--- config.mk ---
export PLATFORM = sky130hd
export DESIGN_NAME = ssa_core
export DESIGN_NICKNAME = d
export VERILOG_FILES = /design/src/logic/ssa_pkg.sv /design/src/logic/ssa_core.sv
export SDC_FILE = /design/constraint.sdc
export NUM_CORES = 1
export LEC_CHECK = 0
export ABC_AREA = 1
export BUFFER_PORTS_ARGS = -buffer_cell sky130_fd_sc_hd__buf_4
export CORE_ASPECT_RATIO = 0.7
export CORE_MARGIN = 2
export CORE_UTILIZATION = 40
export CTS_CLUSTER_SIZE = 20
export DETAILED_ROUTE_END_ITERATION = 8
export PLACE_DENSITY = 0.71
export SLEW_MARGIN = 20
export SYNTH_ARGS = -nofsm -noshare
export SYNTH_HDL_FRONTEND = slang
export SYNTH_SLANG_ARGS = --single-unit
export TNS_END_PERCENT = 50
--- constraint.sdc ---
create_clock -name mclk -period 1.56 [get_ports mclk]
set_clock_uncertainty 0.2 [all_clocks]
set_input_delay 0.078 -clock mclk [delete_from_list [all_inputs] [get_ports mclk]]
set_output_delay 0.078 -clock mclk [all_outputs]
set_load 0.02 [all_outputs]
--- src/logic/ssa_pkg.sv ---
// Contract
// - Four comparator channels: three phase inputs plus one shared by four aux inputs via a 2-bit select.
// - The ramp capacitor is held in reset while the period sync pulse is high (default 40 cycles).
// - The ramp reset is released on the falling edge of the period sync pulse.
// - The 12-bit counter advances every second clock when the rate bit is 0, every clock when 1.
// - The counter is held cleared while the period sync pulse is high.
// - The first rising comparator output in each ramp captures the current count into that channel's master.
// - On each rising sync edge the masters of channels that captured are copied to their readable shadows.
// - Shadows hold the previous period's counts while masters collect the current ones.
// - A channel whose comparator never rises during the ramp reports 0xFFF0.
// - A count never exceeds 4095; the counter saturates there.
// - All four channels can convert within each sync period.
package ssa_pkg;
    // ************************************************************
    // constants
    // ************************************************************
    localparam int          SSA_CHANNELS  = 4;
    localparam int          SSA_CNT_W     = 12;
    localparam int          SSA_RES_W     = 16;
    localparam logic [11:0] SSA_CNT_MAX   = 12'hFFF;
    localparam logic [15:0] SSA_OVER_CODE = 16'hFFF0;
    localparam logic [15:0] SSA_RES_RST   = 16'h0000;
    localparam int          SSA_SYNC_CYC  = 40;
    localparam int          SSA_RATE_BIT  = 7;
    localparam int          SSA_MUX_LO    = 0;
    localparam int          SSA_MUX_HI    = 1;

    typedef struct packed {
        logic phase_input_one;
        logic phase_input_two;
        logic phase_input_three;
        logic [3:0] aux_input;
    } ssa_cmp_s;

    typedef struct packed {
        logic [15:0] result_channel_one;
        logic [15:0] result_channel_two;
        logic [15:0] result_channel_three;
        logic [15:0] result_shared_channel;
    } ssa_res_s;
endpackage

--- src/logic/ssa_core.sv ---
module ssa_core (
    input  wire logic             mclk,
    input  wire logic             sys_rst,
    input  wire logic             period_sync_pulse,
    input  wire logic [15:0]      mode_control_word,
    input  wire ssa_pkg::ssa_cmp_s cmp_in,
    output logic                  ramp_reset,
    output ssa_pkg::ssa_res_s     results,
    output logic [11:0]           count_value
);
    import ssa_pkg::*;

    // ************************************************************
    // state
    // ************************************************************
    typedef enum logic [1:0] {SSA_IDLE, SSA_HOLD, SSA_RAMP} ssa_state_e;

    ssa_state_e        state_reg,   state_next;
    logic [11:0]       cnt_reg,     cnt_next;
    logic              div_reg,     div_next;
    logic              sync_d_reg;
    logic [3:0]        s1_reg,      s2_reg,      s3_reg;
    logic [3:0]        done_reg,    done_next;
    logic [11:0]       mst_reg  [4];
    logic [11:0]       mst_next [4];
    logic [15:0]       shd_reg  [4];
    logic [15:0]       shd_next [4];
    logic [3:0]        cmp_raw;
    logic [3:0]        cmp_rise;
    logic              sync_rise;
    logic              sync_fall;
    logic              rate_fast;
    logic [1:0]        aux_sel;

    // ************************************************************
    // comparator front end
    // ************************************************************
    // aux select
    assign aux_sel   = {mode_control_word[SSA_MUX_HI], mode_control_word[SSA_MUX_LO]};
    assign rate_fast = mode_control_word[SSA_RATE_BIT];
    assign cmp_raw   = {cmp_in.aux_input[aux_sel], cmp_in.phase_input_three,
                        cmp_in.phase_input_two, cmp_in.phase_input_one};
    assign cmp_rise  = s2_reg & ~s3_reg;
    assign sync_rise = period_sync_pulse & ~sync_d_reg;
    assign sync_fall = ~period_sync_pulse & sync_d_reg;

    assign ramp_reset  = period_sync_pulse;
    assign count_value = cnt_reg;

    // next-state logic
    always_comb begin
        state_next = state_reg;
        cnt_next   = cnt_reg;
        div_next   = div_reg;
        done_next  = done_reg;
        for (int i = 0; i < SSA_CHANNELS; i++) begin
            mst_next[i] = mst_reg[i];
            shd_next[i] = shd_reg[i];
        end
        if (period_sync_pulse) begin
            cnt_next   = '0;
            div_next   = 1'b0;
            state_next = SSA_HOLD;
        end else begin
            case (state_reg)
                SSA_IDLE: state_next = SSA_IDLE;
                SSA_HOLD: begin
                    if (sync_fall) begin
                        state_next = SSA_RAMP;
                    end
                end
                SSA_RAMP: begin
                    div_next = ~div_reg;
                    if ((rate_fast || div_reg) && cnt_reg != SSA_CNT_MAX) begin
                        cnt_next = cnt_reg + 12'h001;
                    end
                    for (int i = 0; i < SSA_CHANNELS; i++) begin
                        if (cmp_rise[i] && !done_reg[i]) begin
                            mst_next[i]  = cnt_reg;
                            done_next[i] = 1'b1;
                        end
                    end
                end
                default: state_next = SSA_IDLE;
            endcase
        end
        if (sync_rise) begin
            for (int i = 0; i < SSA_CHANNELS; i++) begin
                shd_next[i] = done_reg[i] ? {mst_reg[i], 4'h0} : SSA_OVER_CODE;
            end
            done_next = '0;
        end
    end

    // registers
    always_ff @(posedge mclk) begin
        if (sys_rst) begin
            state_reg  <= SSA_IDLE;
            cnt_reg    <= '0;
            div_reg    <= 1'b0;
            done_reg   <= '0;
            sync_d_reg <= 1'b0;
            s1_reg     <= '0;
            s2_reg     <= '0;
            s3_reg     <= '0;
            for (int i = 0; i < SSA_CHANNELS; i++) begin
                mst_reg[i] <= '0;
                shd_reg[i] <= SSA_RES_RST;
            end
        end else begin
            state_reg  <= state_next;
            cnt_reg    <= cnt_next;
            div_reg    <= div_next;
            done_reg   <= done_next;
            sync_d_reg <= period_sync_pulse;
            s1_reg     <= cmp_raw;
            s2_reg     <= s1_reg;
            s3_reg     <= s2_reg;
            for (int i = 0; i < SSA_CHANNELS; i++) begin
                mst_reg[i] <= mst_next[i];
                shd_reg[i] <= shd_next[i];
            end
        end
    end

    assign results = '{result_channel_one:    shd_reg[0],
                       result_channel_two:    shd_reg[1],
                       result_channel_three:  shd_reg[2],
                       result_shared_channel: shd_reg[3]};

    // ************************************************************
    // assertions
    // ************************************************************
    // counter held in sync
    a_cnt_clear: assert property (@(posedge mclk) disable iff (sys_rst)
        $past(period_sync_pulse) |-> cnt_reg == 12'h000)
        else $error("counter not cleared during sync");

    a_cnt_sat: assert property (@(posedge mclk) disable iff (sys_rst)
        $past(cnt_reg) == SSA_CNT_MAX && !$past(period_sync_pulse) |-> cnt_reg == SSA_CNT_MAX)
        else $error("counter wrapped past 4095");

    a_fast_rate: assert property (@(posedge mclk) disable iff (sys_rst)
        state_reg == SSA_RAMP && rate_fast && !period_sync_pulse && cnt_reg != SSA_CNT_MAX
        |=> cnt_reg == $past(cnt_reg) + 12'h001 || $past(period_sync_pulse))
        else $error("fast rate did not advance each clock");

    a_slow_rate: assert property (@(posedge mclk) disable iff (sys_rst)
        state_reg == SSA_RAMP && !rate_fast && !div_reg && !period_sync_pulse
        |=> cnt_reg == $past(cnt_reg))
        else $error("slow rate advanced on even clock");

    a_ramp_reset: assert property (@(posedge mclk) disable iff (sys_rst)
        ramp_reset == period_sync_pulse)
        else $error("ramp reset not following sync");

    a_hold_sync: assert property (@(posedge mclk) disable iff (sys_rst)
        period_sync_pulse |=> state_reg == SSA_HOLD)
        else $error("ramp left reset while sync high");

    a_release: assert property (@(posedge mclk) disable iff (sys_rst)
        state_reg == SSA_HOLD && sync_fall |=> state_reg == SSA_RAMP)
        else $error("ramp not started on sync fall");

    a_mux_route: assert property (@(posedge mclk) disable iff (sys_rst)
        !$past(sys_rst) |-> s1_reg[3] == $past(cmp_in.aux_input[aux_sel])
            && s1_reg[0] == $past(cmp_in.phase_input_one))
        else $error("comparator input routed wrong");

    a_capture_val: assert property (@(posedge mclk) disable iff (sys_rst)
        state_reg == SSA_RAMP && !period_sync_pulse && cmp_rise[1] && !done_reg[1]
        |=> mst_reg[1] == $past(cnt_reg) && done_reg[1])
        else $error("master missed current count");

    a_sync_nocap: assert property (@(posedge mclk) disable iff (sys_rst)
        period_sync_pulse |=> mst_reg[3] == $past(mst_reg[3]))
        else $error("master written while sync high");

    a_once_ramp: assert property (@(posedge mclk) disable iff (sys_rst)
        done_reg[2] && !sync_rise |=> mst_reg[2] == $past(mst_reg[2]))
        else $error("master recaptured within ramp");

    a_shadow_copy: assert property (@(posedge mclk) disable iff (sys_rst)
        sync_rise && done_reg[0] |=> shd_reg[0] == {$past(mst_reg[0]), 4'h0})
        else $error("shadow not loaded from master");

    a_done_clear: assert property (@(posedge mclk) disable iff (sys_rst)
        sync_rise |=> done_reg == 4'h0)
        else $error("capture flags not cleared on sync");

    a_shadow_hold: assert property (@(posedge mclk) disable iff (sys_rst)
        !sync_rise |=> shd_reg[0] == $past(shd_reg[0]) && shd_reg[3] == $past(shd_reg[3]))
        else $error("shadow changed within period");

    a_over_code: assert property (@(posedge mclk) disable iff (sys_rst)
        sync_rise && !done_reg[3] |=> shd_reg[3] == SSA_OVER_CODE)
        else $error("missing overvoltage code");

    a_low_nibble: assert property (@(posedge mclk) disable iff (sys_rst)
        shd_reg[1][3:0] == 4'h0)
        else $error("result low nibble not zero");

    // main scenario covers
    c_capture: cover property (@(posedge mclk) disable iff (sys_rst)
        cmp_rise[0] && state_reg == SSA_RAMP);
    c_over: cover property (@(posedge mclk) disable iff (sys_rst)
        sync_rise && !done_reg[3]);
    c_sat: cover property (@(posedge mclk) disable iff (sys_rst)
        cnt_reg == SSA_CNT_MAX);
    c_all4: cover property (@(posedge mclk) disable iff (sys_rst)
        sync_rise && done_reg == 4'hF);
    c_slow: cover property (@(posedge mclk) disable iff (sys_rst)
        state_reg == SSA_RAMP && !rate_fast && div_reg);
endmodule

* Word level (Yosys, flattened, before mapping)
Memory sizes are Yosys's and may differ from the RTL's.
Cells that the tools add are included.
** Storage, ports and cells
- Flip-flop bits (word level) :: 32
- Memory bits (writable) :: 112
- Bits of input ports :: 26
- Output and inout bits :: 77
- Memories kept :: 2
** Cells by class
- Add/subtract/negate cells :: 1
- $lt $le $gt $ge :: 1
- Equality and inequality tests :: 6
- Multiplexer cells :: 27
- Bitwise gates (word level) :: 16
- Reduce and logical (&&, ||, !) cells :: 19
** Memory list
- shd_reg :: depth 4, width 16, rd ports 4, clocked after memory_dff 0, write ports 4, line ssa_core.sv:26 : logic [15:0] shd_reg [4];
- mst_reg :: depth 4, width 12, rd ports 4, clocked after memory_dff 0, write ports 4, line ssa_core.sv:24 : logic [11:0] mst_reg [4];
** Operators with widths (number)
- $mux 16 :: 8
- $mux 12 :: 8
- $mux 48 :: 2
- $mux 64 :: 1
- $add 12x1->12 const B :: 1
- $ne 12x12->1 const B :: 1
- $reduce_and 3->1 :: 4
- $or 1x1->1 :: 8
- $reduce_and 2->1 :: 3
- $logic_and 1x1->1 :: 5
- $mux 1 :: 5
- $and 4x4->4 :: 1
- $logic_not 1->1 :: 4
- $ne 2x2->1 const B :: 2
- $not 1->1 :: 4
- $not 4->4 :: 1
- $pmux 2 s2 :: 1
- $reduce_or 2->1 :: 2
- $lt 2x3->1 const B :: 1
- $ne 3x3->1 const B :: 1
- $and 1x1->1 :: 2
- $bmux 1 s2 :: 1
- $eq 2x1->1 const B :: 1
- $eq 2x2->1 const B :: 1
- 2 further kinds :: 2

* Depth between registers and ports, before layout
- Depth in word-level cells :: 7
- Gate-level depth with buffers :: 9
- Depth with buffers taken out :: 9

* Least setup slack after synthesis
OpenSTA, ideal clock, no wires.
- Path kind :: flip-flop to flip-flop
- From :: reg cnt_reg[1] (netlist: count_value[1])
- To :: reg cnt_reg[3] (netlist: count_value[3])
- Library setup time :: 118 ps
- Arrival time :: 1350 ps
- Required time :: 1242 ps
- Path slack :: -108 ps
- Stages on the path, launching flop included :: 9
- Cells stage by stage :: dfxtp_1 > ha_1 > nand2_1 > nor2_4 > nand3_4 > nand2_4 > o21ai_0 > nand2_1 > nor2_1
** Between the ends
- Longest elaborated chain between the ends :: 3
- Elaborated cells on any way between the ends :: 4
- Those cells by class :: add/sub (1); eq/ne (1); reduce/logical (2)
** Ends and longest elaborated chain
- start: declaration :: line ssa_core.sv:19 : logic [11:0] cnt_reg, cnt_next;
- start signal: assignment :: line ssa_core.sv:112 : cnt_reg <= cnt_next;
- parallel branches: the longest is 3 deep, another holds $add 12x1->12
Several ways; the timed one is not identified.
A chain may end at the register's enable or synchronous reset.

* Worst setup path in the final report
- From :: in mode_control_word[0]
- To :: reg s1_reg[3]
** Between the ends
- Longest elaborated chain between the ends :: 2
** Ends and longest elaborated chain
- start: declaration :: line ssa_core.sv:5 : input wire logic [15:0] mode_control_word,
- $bmux 1 s2 :: line ssa_core.sv:41 : assign cmp_raw = {cmp_in.aux_input[aux_sel], cmp_in.phase_input_three,
- $mux 1 (not written as such) :: line ssa_core.sv:41
- end signal: assignment :: line ssa_core.sv:116 : s1_reg <= cmp_raw;
- end: declaration :: line ssa_core.sv:22 : logic [3:0] s1_reg, s2_reg, s3_reg;
No other way between the ends. The select of a mux whose other input is x is not followed.

==> impl_metrics.toml <==
[status]
outcome = "completed"

[place]
dpl.hpwl_um = 8670
dp_cells = 841
globalplace.congestion = 0.854
portBuffers = 73
post-place-ws_ns = -0.0660

[power_and_ir_drop]
total_power_mw = 8.32
powerDensity_nw_per_um2 = 1260
ir_drop_mv = 0.976
p_leak_nw = 2.64

[final_layout]
syn2layout_area_growth_pct = 31.0
finalNetCount = 740
layout-drive-gt1-share = 0.247
fin_cells = 888
diodes = 0

[worst_setup_path]
r2r_start = "count_value[2]"
reg2reg_depth = 7
worstPathArrival_ns = 1.58
crit_path_end_kind = "flop"
path_class = "input pin to flop"
r2r_end = "count_value[5]"
critPathMaxFanout = 3
startpoint_type = "input pin"
cp.required_ns = 1.63
regToRegSetupSlack_ns = 0.07

[yosys]
ys_seq_area_frac = 0.510
synth-seq-cells = 128
synth_edf_count = 0
post_synth_fa_ha_maj_area_fraction = 0.00249
synth_top_family_by_area = "compound AO/OA/AOI/OAI gates"
synth_compound_area_frac = 0.190
synthMuxAreaShare = 0
synthSimpleGateAreaFrac = 0.172
synth_xor_area_frac = 0.00697
ys.flop_type = "dfxtp_1"
yosysWarnings = 0
synthesis.area_per_instance_sq_um = 8.17
synthCells = 615
ys_types = 33
async_flop_share = 0
netlist_area_sq_um = 5020

[hold_path]
holdPathStages = 5
hold_path.class = "input pin to flop"
hold_path_end = "count_value[9]"
min_from = "mode_control_word[7]"

[sta]
worst_slew_pin_slew_ns = 0.550
rsz0062_at_grt = "yes"
fmax_mhz = 662
max-slew-margin-rel = 0.633
setup_viol_count_final = 0
whs_ns = 0.0523
drv_slew = 0
finalHoldViolations = 0
finalCritPeriodShare = 0.968
setup_ws_ns = 0.0500
period_needed_ns = 1.51

[detailed_routing]
viasPerCell = 4.91
drtPass1Iterations = 4
drt_iter0_markers = 197
vias = 4361
postRouteAntennaNets = 0
postRouteWirelength_um = 12600
route.detailed.drc = 0
wl_per_cell_um = 14.2

[floorplan]
die-width_um = 138
core_sq_um = 12300
rows = 34
die-height_um = 97.8
initial_core_util = 0.407
die-area_sq_um = 13500
ios = 103

[clocking]
cts_max_path_buffers = 2
cts_buffers = 17
clk_pin_slew_ns = 0.06
cts-root-buf = "clkbuf_16"
clock_latency_ns = 0.41
clock_sinks = 128
cts_tree = "done"
cts-htree-levels = 4

[global_routing]
grt_pass1_wl_um = 20600
grt_overflow = 0
grt_use_total = 0.197
grt_pass1_vias = 4268
grt_antenna_before_repair = 0
grt_max_degree = 57

[job]
cap_violations = 0
critical path, stage by stage:
cell           delay (ns)
dlygate4sd3_1        0.54
buf_4                0.15
nor2_2               0.07
nor2_1               0.04
dlygate4sd3_1        0.54
o21ai_1              0.08
a21oi_1              0.08
worst max path at each step:
stage	from	to	slack, ns	depth (start not counted)
2_1_floorplan	count_value[2]	count_value[5]	0.02	8
3_3_place_gp	count_value[0]	count_value[9]	0.02	8
3_5_place_dp	count_value[0]	count_value[4]	-0.07	8
4_1_cts	count_value[0]	count_value[1]	0.003	8
5_1_grt	count_value[3]	count_value[7]	-0.03	7
6_report	mode_control_word[0]	s1_reg[3]	0.05	7
cell families (layout without fill, tap and decap cells):
| logic type | Yosys count | after routing |
|---|---|---|
| XOR/XNOR | 4 | 4 |
| flip-flops | 128 | 128 |
| AO/OA/AOI/OAI | 185 | 185 |
| other | 1 | 16 |
| buffers and inverters | 112 | 208 |
| adder cells (fa/ha/maj) | 1 | 1 |
| AND/OR/NAND/NOR | 184 | 184 |
layer usage:
layer,vias up,global-route usage,part of all wire
met3,9,0.0576,0.047
met2,97,0.322,0.48
met5,-,0,0
met4,0,0.0479,0.0082
li1,2197,-,-
met1,2058,0.257,0.46
synthesized netlist by cell type, types with 4 or more instances:
cell	count	area share
nor2_2	4	0.0050
nor2_1	31	0.023
buf_2	17	0.017
clkbuf_1	12	0.0090
nand3_1	32	0.032
o21ai_1	4	0.0040
a21oi_1	89	0.089
nor2_4	5	0.011
nand2_1	95	0.071
buf_4	23	0.034
inv_1	46	0.034
buf_6	7	0.016
a31oi_1	21	0.026
inv_2	4	0.0030
o21ai_0	69	0.069
dfxtp_1	128	0.51
stage by stage:
| stage | utilization | area [sq um] | TNS, ns |
|---|---|---|---|
| finish | 0.533 | 6580 | 0 |
| global route | 0.533 | 6580 | -0.0554 |
| CTS | 0.530 | 6530 | 0 |
| detailed placement | 0.465 | 5740 | -0.131 |
| global placement | 0.465 | 5740 | 0 |
| floorplan | - | 5080 | 0 |
what timing repair did:
item,4_1_cts,5_1_grt
pin swaps,4,8
resized for setup,4,17
buffers inserted,1,0
hold buffers,14,0
hold endpoints to repair,34,0
setup endpoints to repair,7,32
layout make-up:
class / instances / area, sq um
clock buffers: 19 / 453
clock inverters: 13 / 184
fillers: 1173 / 5760
inverters: 51 / 194
multi-input cells: 390 / 1970
flip-flops and latches: 128 / 2570
well taps: 162 / 203
repair buffers: 125 / 1010
placed cells by master, fill, tap and decap left out, types with 3 or more instances in the layout:
master	n
dfxtp_2	3
nor3_1	3
clkinv_2	3
buf_6	3
nand3_1	32
conb_1	16
bufinv_16	4
nor2_1	29
nor2_4	5
clkbuf_16	17
nand2_1	91
dlygate4sd3_1	13
dfxtp_1	125
o21ai_1	7
o21ai_0	66
nand2_4	3
a21oi_1	87
buf_4	106
clkinvlp_4	3
inv_2	3
inv_1	46
nor2_2	6
a31oi_1	21
nand4_1	3
nand2_2	6
power by group:
part	leakage [nW]	switching [mW]	internal (mW)
Combinational	1.29	0.398	0.259
Clock	0.305	1.47	2.76
Sequential	1.05	0.0570	3.38
Total	2.64	1.92	6.40
No activity file was read; power rests on OpenSTA's default activity.
